===== config.mk =====
export PLATFORM = sky130hd
export DESIGN_NAME = fast_channel_pulse_counter
export DESIGN_NICKNAME = d
export VERILOG_FILES = /design/src/pulse_pkg.sv /design/src/fast_shaper.sv /design/src/fast_channel_pulse_counter.sv
export SDC_FILE = /design/constraint.sdc
export NUM_CORES = 1
export LEC_CHECK = 0
export BUFFER_PORTS_ARGS = -buffer_cell sky130_fd_sc_hd__buf_4
export CAP_MARGIN = 10
export CORE_MARGIN = 8
export CORE_UTILIZATION = 50
export CTS_CLUSTER_SIZE = 8
export DETAILED_ROUTE_END_ITERATION = 10
export PLACE_DENSITY = 0.69
export SLEW_MARGIN = 20
export SYNTH_ARGS = -nofsm -noshare
export SYNTH_HDL_FRONTEND = slang
export SYNTH_SLANG_ARGS = --single-unit

===== constraint.sdc =====
create_clock -name ref_clk -period 5.8 [get_ports ref_clk]
set_input_delay 0.58 -clock ref_clk [delete_from_list [all_inputs] [get_ports ref_clk]]
set_output_delay 0.58 -clock ref_clk [all_outputs]
set_load 0.03 [all_outputs]

===== src/pulse_pkg.sv =====
// shared constants and carrier types for the fast channel pulse counter
// Operation
// - A new ADC sample is taken every 50 ns (20 MHz) and fed into the digital filter path.
// - Peak values are found directly from the samples with no conversion gap that ignores input.
// - The fast shaper has a fixed 400 ns peaking time and only its rising part forms the dead period.
// - A second event within 400 ns of the previous one adds no separate fast count.
// - Every detected event, counted or not, restarts the 400 ns dead window, so the counter is paralyzable.
// - The acquisition clock keeps running through fast dead periods.
// - The shaper makes symmetric triangles that return to baseline after two peaking times.
// - A first-stage gain select output picks gain 5 or 10 and changes only on processor command.
// - A final-stage gain select output picks extra gain of about 2 or 10 through the same switch control.
// - The acquisition clock stops during serial transfers and preamp reset intervals.
package pulse_pkg;
  localparam int unsigned CLK_HZ        = 20_000_000;
  localparam int unsigned SAMPLE_NS     = 50;
  localparam int unsigned FAST_PEAK_NS  = 400;
  localparam int unsigned FAST_PEAK_CYC = (FAST_PEAK_NS * (CLK_HZ / 1_000_000)) / 1000;
  localparam int unsigned ADC_W         = 12;
  localparam int unsigned SHAPE_W       = ADC_W + 5;
  localparam int unsigned CNT_W         = 32;
  localparam logic        GAIN1_RST     = 1'b0;
  localparam logic        GAIN2_RST     = 1'b0;

  typedef struct packed {
    logic first_hi;
    logic final_hi;
  } gain_s;

  typedef enum logic [2:0] {
    ST_IDLE = 3'b001,
    ST_RISE = 3'b010,
    ST_FALL = 3'b100
  } peak_e;
endpackage : pulse_pkg


===== src/fast_shaper.sv =====
// triangular shaper built from a delay line of samples
`timescale 1ns/1ps
`default_nettype none
module fast_shaper #(
  parameter int unsigned W = pulse_pkg::ADC_W,
  parameter int unsigned K = pulse_pkg::FAST_PEAK_CYC
) (
  input  wire logic                              clk,     // sample clock
  input  wire logic                              rst,     // synchronous reset
  input  wire logic [W-1:0]                      din,     // sample
  output logic      [pulse_pkg::SHAPE_W-1:0]     shaped_q // signed triangle output
);
  logic [W-1:0] dly_q [0:2*K-1];
  logic signed [pulse_pkg::SHAPE_W-1:0] acc_q;
  logic signed [pulse_pkg::SHAPE_W-1:0] step_d;

  // x[n] - 2x[n-K] + x[n-2K]: rise K samples, fall K samples, zero after 2K
  assign step_d = $signed({5'h00, din}) - $signed({4'h0, dly_q[K-1], 1'b0})
                + $signed({5'h00, dly_q[2*K-1]});

  always_ff @(posedge clk) begin
    if (rst) begin
      for (int i = 0; i < 2*K; i++) dly_q[i] <= '0;
    end else begin
      dly_q[0] <= din;
      for (int i = 1; i < 2*K; i++) dly_q[i] <= dly_q[i-1];
    end
  end

  always_ff @(posedge clk) begin
    if (rst) acc_q <= '0;
    else acc_q <= acc_q + step_d;
  end

  // triangle is the running sum of step_d, passed out unscaled (peak is K times the step)
  assign shaped_q = acc_q;
endmodule : fast_shaper
`default_nettype wire


===== src/fast_channel_pulse_counter.sv =====
// fast channel counter, peak finder, live clock and gain switches
`timescale 1ns/1ps
`default_nettype none
module fast_channel_pulse_counter #(
  parameter int unsigned ADC_W = pulse_pkg::ADC_W,
  parameter int unsigned CNT_W = pulse_pkg::CNT_W
) (
  input  wire logic                          ref_clk,      // 20 MHz sample clock
  input  wire logic                          sys_rst,      // synchronous reset, active high
  input  wire logic [ADC_W-1:0]              adc_data,     // ADC sample, same clock
  input  wire logic [pulse_pkg::SHAPE_W-1:0] fast_thresh,  // fast threshold, signed
  input  wire logic                          xfer_busy,    // serial transfer in progress (pin)
  input  wire logic                          preamp_reset, // preamp reset interval (pin)
  input  wire logic                          gain_cmd,     // processor command strobe
  input  wire pulse_pkg::gain_s              gain_req,     // requested gain settings
  output logic [CNT_W-1:0]                   fast_count_q, // fast counts
  output logic [CNT_W-1:0]                   acq_time_q,   // live acquisition ticks
  output logic [pulse_pkg::SHAPE_W-1:0]      peak_val_q,   // last peak value
  output logic                               peak_vld_q,   // one-cycle peak strobe
  output logic                               fast_event_q, // one-cycle event strobe
  output logic                               dead_q,       // fast channel dead
  output pulse_pkg::gain_s                   gain_sel_q    // gain switch drives
);
  localparam int unsigned K   = pulse_pkg::FAST_PEAK_CYC;
  localparam int unsigned DCW = $clog2(K+1);

  // signed greater-than on shaped values, shared by threshold and peak finder
  function automatic logic exceeds(
    input logic signed [pulse_pkg::SHAPE_W-1:0] a,
    input logic signed [pulse_pkg::SHAPE_W-1:0] b
  );
    return a > b;
  endfunction : exceeds

  logic        [ADC_W-1:0]              sample_q;
  logic        [1:0]                    xfer_s_q;
  logic        [1:0]                    prst_s_q;
  logic                                 xfer_busy_s;
  logic                                 prst_s;
  logic                                 acq_run;
  logic        [pulse_pkg::SHAPE_W-1:0] shaped;
  logic signed [pulse_pkg::SHAPE_W-1:0] shp_q;
  logic signed [pulse_pkg::SHAPE_W-1:0] pmax_q;
  logic                                 above;
  logic                                 above_q;
  logic                                 rise_edge;
  logic                                 counted;
  logic        [DCW-1:0]                dead_cnt_q;
  pulse_pkg::peak_e                     pst_q;

  // sample register: one new sample every cycle, no gaps
  always_ff @(posedge ref_clk) begin
    if (sys_rst) begin
      sample_q <= '0;
    end else begin
      sample_q <= adc_data;
    end
  end

  fast_shaper #(
    .W (ADC_W),
    .K (K)
  ) u_shaper (
    .clk      (ref_clk),
    .rst      (sys_rst),
    .din      (sample_q),
    .shaped_q (shaped)
  );

  always_ff @(posedge ref_clk) begin
    if (sys_rst) begin
      shp_q <= '0;
    end else begin
      shp_q <= $signed(shaped);
    end
  end

  // threshold crossing and its rising edge
  assign above     = exceeds(shp_q, $signed(fast_thresh));
  assign rise_edge = above && !above_q;
  // only a crossing with the window closed adds a count
  assign counted   = rise_edge && (dead_cnt_q == '0);

  always_ff @(posedge ref_clk) begin
    if (sys_rst) begin
      above_q <= 1'b0;
    end else begin
      above_q <= above;
    end
  end

  always_ff @(posedge ref_clk) begin
    if (sys_rst) begin
      fast_event_q <= 1'b0;
    end else begin
      fast_event_q <= rise_edge;
    end
  end

  // dead window restarts on every event, counted or not
  always_ff @(posedge ref_clk) begin
    if (sys_rst) begin
      dead_cnt_q <= '0;
    end else if (rise_edge) begin
      dead_cnt_q <= DCW'(K);
    end else if (dead_cnt_q != '0) begin
      dead_cnt_q <= dead_cnt_q - DCW'(1);
    end
  end

  always_ff @(posedge ref_clk) begin
    if (sys_rst) begin
      dead_q <= 1'b0;
    end else begin
      dead_q <= rise_edge || (dead_cnt_q > DCW'(1));
    end
  end

  always_ff @(posedge ref_clk) begin
    if (sys_rst) begin
      fast_count_q <= '0;
    end else if (counted) begin
      fast_count_q <= fast_count_q + 1'b1;
    end
  end

  // peak finder runs every sample, no conversion blackout
  always_ff @(posedge ref_clk) begin
    if (sys_rst) begin
      pst_q      <= pulse_pkg::ST_IDLE;
      pmax_q     <= '0;
      peak_val_q <= '0;
      peak_vld_q <= 1'b0;
    end else begin
      peak_vld_q <= 1'b0;
      case (pst_q)
        pulse_pkg::ST_IDLE: begin
          if (above) begin
            pmax_q <= shp_q;
            pst_q  <= pulse_pkg::ST_RISE;
          end
        end
        pulse_pkg::ST_RISE: begin
          if (!exceeds(pmax_q, shp_q)) begin
            pmax_q <= shp_q;
          end else begin
            peak_val_q <= pmax_q;
            peak_vld_q <= 1'b1;
            pst_q      <= pulse_pkg::ST_FALL;
          end
        end
        pulse_pkg::ST_FALL: begin
          if (!above) begin
            pst_q <= pulse_pkg::ST_IDLE;
          end else if (exceeds(shp_q, pmax_q)) begin
            // a fresh rise on the tail: track the new pulse
            pmax_q <= shp_q;
            pst_q  <= pulse_pkg::ST_RISE;
          end else begin
            pmax_q <= shp_q;
          end
        end
        default: begin
          pst_q <= pulse_pkg::ST_IDLE;
        end
      endcase
    end
  end

  // pin inputs cross two flops before use
  always_ff @(posedge ref_clk) begin
    if (sys_rst) begin
      xfer_s_q <= '0;
    end else begin
      xfer_s_q <= {xfer_s_q[0], xfer_busy};
    end
  end

  always_ff @(posedge ref_clk) begin
    if (sys_rst) begin
      prst_s_q <= '0;
    end else begin
      prst_s_q <= {prst_s_q[0], preamp_reset};
    end
  end

  assign xfer_busy_s = xfer_s_q[1];
  assign prst_s      = prst_s_q[1];
  // fast dead time is deliberately not part of this gate
  assign acq_run     = !xfer_busy_s && !prst_s;

  // live time halts only on transfer or preamp reset
  always_ff @(posedge ref_clk) begin
    if (sys_rst) begin
      acq_time_q <= '0;
    end else if (acq_run) begin
      acq_time_q <= acq_time_q + 1'b1;
    end
  end

  // first stage switch moves only on a processor command
  always_ff @(posedge ref_clk) begin
    if (sys_rst) begin
      gain_sel_q.first_hi <= pulse_pkg::GAIN1_RST;
    end else if (gain_cmd) begin
      gain_sel_q.first_hi <= gain_req.first_hi;
    end
  end

  // final stage switch shares the same command strobe
  always_ff @(posedge ref_clk) begin
    if (sys_rst) begin
      gain_sel_q.final_hi <= pulse_pkg::GAIN2_RST;
    end else if (gain_cmd) begin
      gain_sel_q.final_hi <= gain_req.final_hi;
    end
  end
endmodule : fast_channel_pulse_counter
`default_nettype wire


Word-level counts from Yosys, hierarchy flattened
Memory sizes are Yosys's and may differ from the RTL's.
Cells that the tools add are included.
Storage, ports and cells
  memory bits (writable): 192
  logic and storage cells: 101
  output and inout bits: 86
  flip-flop bits (word level): 161
  memories kept: 1
Operators by class
  mux-type cells: 30
  reductions and logical operators: 17
  $lt $le $gt $ge: 4
  add/subtract/negate cells: 6
  equality and inequality tests: 8
  bitwise logic cells: 17
Memories
  u_shaper.dly_q: depth 16, width 12, rd ports 16, clocked after memory_dff 0, wr ports 16, line fast_shaper.sv:13  | logic [W-1:0] dly_q [0:2*K-1];
Operators by type and width (count)
  two-way mux 12 bit: 16
  adder 32 x 1 -> 32 bit (second input constant): 2
  greater-than comparator 17 bit: 3
  two-way mux 17 bit: 2
  one-hot mux 17 bit (2 select lines): 1
  adder 17 x 13 -> 17 bit: 1
  adder 17 bit: 1
  OR 1 bit: 16
  subtractor 12 x 13 -> 14 bit: 1
  two-way mux 3 bit: 4
  one-hot mux 3 bit (3 select lines): 1
  two-way mux 4 bit: 2
  inequality test 2 bit (second input constant): 3
  AND reduction 3 bit: 2
  OR reduction 2 bit: 3
  greater-than comparator 4 x 1 -> 1 bit (second input constant): 1
  logical NOT 4 bit: 1
  two-way mux 1 bit: 4
  nonzero test 2 bit: 2
  nonzero test 4 bit: 1
  subtractor 4 x 1 -> 4 bit (second input constant): 1
  equality test 3 x 1 -> 1 bit (second input constant): 1
  equality test 3 x 2 -> 1 bit (second input constant): 1
  equality test 3 bit (second input constant): 1
  other kinds (7): 11

Depth between registers and ports, before layout
  depth in word-level cells: 4
  gate-level depth with buffers: 19
  depth with buffers taken out: 19

Modules after synthesis
From an unflattened synthesis, not the netlist that was laid out.
Second synthesis, totals
  cell total of the unflattened synthesis: 1410
  area total of the unflattened synthesis: 13884.6 um^2
Modules (own cells, without submodules)
  fast_shaper: instances 1, area each 7220.7 um^2, cells each 667, seq. area each 4184.0 um^2
  fast_channel_pulse_counter: instances 1, area each 6663.9 um^2, cells each 743, seq. area each 2882.8 um^2

Least setup slack after synthesis
No wires, ideal clock.
  path kind: register to register
  start: mem u_shaper.dly_q[7][1] in the netlist's numbering
  end: reg u_shaper.acc_q (netlist bit u_shaper.shaped_q[16])
  stages on the path, launching flop included: 19
  period minus slack after synthesis: 3.870 ns
  library setup time: 0.123 ns
  setup slack: 1.930 ns
  path buffers: 0
  data required time: 5.677 ns
  arrival time: 3.747 ns
  cells stage by stage: dfxtp_1 -> inv_1 -> ha_1 -> nor2b_1 -> o21ai_1 -> a21boi_1 -> o41a_1 -> a41o_1 -> nor2_1 -> xor2_1 -> fa_1 -> inv_1 -> ha_1 -> or2_2 -> a21oi_1 -> a21oi_1 -> a211o_1 -> nor2b_1 -> mux2_1
RTL lines
  from (decl): line fast_shaper.sv:13
  to (signal assigned): line fast_shaper.sv:32  | else acc_q <= acc_q + step_d;
  to (decl): line fast_shaper.sv:14  | logic signed [pulse_pkg::SHAPE_W-1:0] acc_q;

==> flow_summary.json <==
{
  "fin_skew_ns": 0.01584,
  "synthesis.area_sq_um": 13790,
  "synth.avg_cell_area_sq_um": 9.890,
  "drt_first_pass_iters": 4,
  "cp-end-kind": "register",
  "drv_slew": 0,
  "grtUsageMet2_pct": 24.02,
  "outcome": "completed",
  "dp_slack_ns": 1.622,
  "track_usage_pct": 15.02,
  "area.growth.synth_to_final_pct": 18.10,
  "yosys_most_used_dff": "dfxtp_1",
  "grt_pass1_vias": 8989,
  "cts_setup_buffers": 0,
  "nNetsFinal": 1641,
  "cellLeakagePower_nw": 6.840,
  "worstPathRequired_ns": 6.22,
  "postRouteAntennaNets": 0,
  "ir_worst_vdd_mv": 0.2407,
  "place_congestion": 0.8109,
  "relSlewSlack_pct": 35.01,
  "io_buffers": 121,
  "clkTransAtPathRegs_ns": 0.05,
  "dp_hpwl_um": 16830,
  "synth-seq-cells": 353,
  "tns_ns": 0,
  "busiest_layer": "met2",
  "final.fill_count": 2298,
  "grt_pass1_wl_um": 42500,
  "hold_viol_final": 0,
  "critPathLaunchType": "register",
  "clk_latency_ns": 0.54,
  "dieArea_sq_um": 33140,
  "wl_per_cell_um": 13.24,
  "num_io_pins": 122,
  "postPlaceCellArea_sq_um": 14960,
  "htreeDepth": 2,
  "via_count": 9253,
  "tightestPinTransition_ns": 0.9748,
  "max_freq_mhz": 238.6,
  "async_flop_share_pct": 0,
  "cts_root_buf": "clkbuf_16",
  "rsz0062_at_grt": "false",
  "core_area_sq_um": 27030,
  "drv_cap": 0,
  "critPathArrivalTime_ns": 4.62,
  "antennaDiodeCount": 0,
  "synth-edff-count": 0,
  "antenna_found_initial": 0,
  "ys_types": 67,
  "layout_setup_ws_ns": 1.609,
  "ys_seq_area_share_pct": 51.26,
  "cts_tree": "yes",
  "critPathKind": "register to register",
  "synthCells": 1394,
  "grt.met1_usage_pct": 19.71,
  "drive_gt1_share_pct": 13.11,
  "grt_max_degree": 139,
  "clockBufferDepth": 3,
  "finalSetupViolCount": 0,
  "min_period_over_period_pct": 72.27,
  "cts_resized": 0,
  "drtIter0Drc": 502,
  "cts_buffers": 50,
  "route.detailed.drc": 0,
  "die_w_um": 182.1,
  "critPathLaunch": "u_shaper.dly_q[7][1]$_SDFF_PP0_",
  "hold_buffers": 0,
  "die_h_um": 182.1,
  "min-delay-start": "adc_data[1]",
  "viasPerCell": 4.959,
  "overflow": 0,
  "critical_path.max_fanout": 5,
  "cts.sinks": 353,
  "final_util_pct": 60.25,
  "min_period_ns": 4.191,
  "wl_um": 24710,
  "ys_warn_count": 0,
  "postLayoutCellArea_sq_um": 16280,
  "met3_usage_pct": 3.535,
  "fp-row-count": 60,
  "r2r_start": "u_shaper.dly_q[7][1]$_SDFF_PP0_",
  "synth_nets": 1513,
  "power_per_cell_area_nw_per_um2": 381.2,
  "hp-class": "input pin to register",
  "start_util_pct": 51.01
}
## critical path: stages (launching register included)
cell      delay, ns
dfxtp_1        0.35
inv_1          0.07
ha_1           0.26
nor2b_1        0.13
o21ai_1        0.17
a21boi_1       0.12
o41a_1         0.34
a41o_1         0.27
nor2_1         0.11
xor2_1         0.09
fa_1           0.48
inv_1          0.04
ha_1           0.35
or2_2          0.32
a21oi_1        0.16
a21oi_1        0.10
a211o_1        0.30
nor2b_1        0.13
mux2_1         0.30
## synth_stat cells (14+ instances only)
library cell | count | area, sq um
mux2i_1 | 37 | 370.4
nand2b_1 | 41 | 256.5
fa_1 | 14 | 280.3
xor2_1 | 29 | 254.0
xnor2_1 | 22 | 192.7
nand3_1 | 23 | 115.1
nor2_1 | 127 | 476.7
nor2b_1 | 220 | 1376
dfxtp_1 | 353 | 7067
nor3_1 | 21 | 105.1
clkbuf_1 | 40 | 150.1
ha_1 | 69 | 863.3
nand4_1 | 18 | 112.6
o21ai_0 | 24 | 120.1
inv_1 | 108 | 405.4
nand2_1 | 51 | 191.4
or3_1 | 18 | 112.6
a21oi_1 | 46 | 230.2
## logic make-up after synthesis
group | after synthesis | synth area share, %
AOI/OAI and AO/OA | 130 | 6.135
and+or+nand+nor | 568 | 22.76
xor gates and xnor gates | 51 | 3.240
DFF | 353 | 51.26
muxes | 50 | 3.748
buffers and inverters | 159 | 4.565
adders and majority gates | 83 | 8.295
## path summary, 6_finish.rpt
kind / slack, ns / cells after the start / end
hold / removal: 0.25 / 2 / sample_q[1]$_SDFF_PP0_
setup reg to reg: 1.61 / 18 / u_shaper.shaped_q[16]$_SDFF_PP0_
hold reg to reg: 0.42 / 1 / u_shaper.dly_q[11][10]$_SDFF_PP0_
setup / recovery: 1.61 / 18 / u_shaper.shaped_q[16]$_SDFF_PP0_
## state kept, by name (all words and copies together), names as in the netlist, 3 cells and up
name / count
shp_q: 17
dead_cnt_q: 4
u_shaper.dly_q: 192
acq_time_q: 32
pmax_q: 17
sample_q: 12
fast_count_q: 32
peak_val_q: 17
u_shaper.shaped_q: 17
pst_q: 3
## metal layers
layer  vias up  part of all wire, %
li1       4794                    -
met1      4260                   48
met2       150                   45
met3        49                  5.0
met4         0                  1.9
met5         -                    0
## cell usage in the layout (no fill, tap or decap), drive strengths merged, types with 19 or more instances in the layout
| cell | count |
|---|---|
| mux2i | 37 |
| nand2b | 41 |
| dfxtp | 353 |
| nor2 | 128 |
| xor2 | 29 |
| a21oi | 47 |
| nand3 | 26 |
| xnor2 | 22 |
| ha | 69 |
| inv | 111 |
| nand2 | 51 |
| o21ai | 32 |
| nor3 | 22 |
| nand4 | 19 |
| nor2b | 220 |
| clkbuf | 51 |
| buf | 126 |
| or3 | 19 |
## power breakdown
part,switching [mW],internal [mW],total [mW]
logic,0.628,0.465,1.09
clock network,0.952,1.52,2.47
registers,0.0839,2.56,2.64
## layout make-up
class / instances / area [sq um] / area share (%)
Clock buffer: 51 / 1255 / 7.708
Clock inverter: 4 / 67.56 / 0.4150
Inverter: 109 / 409.1 / 2.513
Multi-Input combinational cell: 882 / 6103 / 37.49
Sequential cell: 353 / 7067 / 43.40
Tap cell: 341 / 426.7 / 2.620
Timing Repair Buffer: 126 / 953.4 / 5.856
## per-stage QoR
| step | cells | hold slack (ns) | power, mW |
|---|---|---|---|
| after CTS | 1866 | 0.2176 | 6.310 |
| after floorplan | 1394 | 0.4138 | 3.559 |
| after detailed placement | 1811 | 0.4204 | 3.787 |
| after global routing | 1866 | 0.2355 | 6.572 |
| after global placement | 1811 | 0.4155 | 3.759 |
| final | 1866 | 0.2466 | 6.207 |
(Power assumes the default switching activity.)
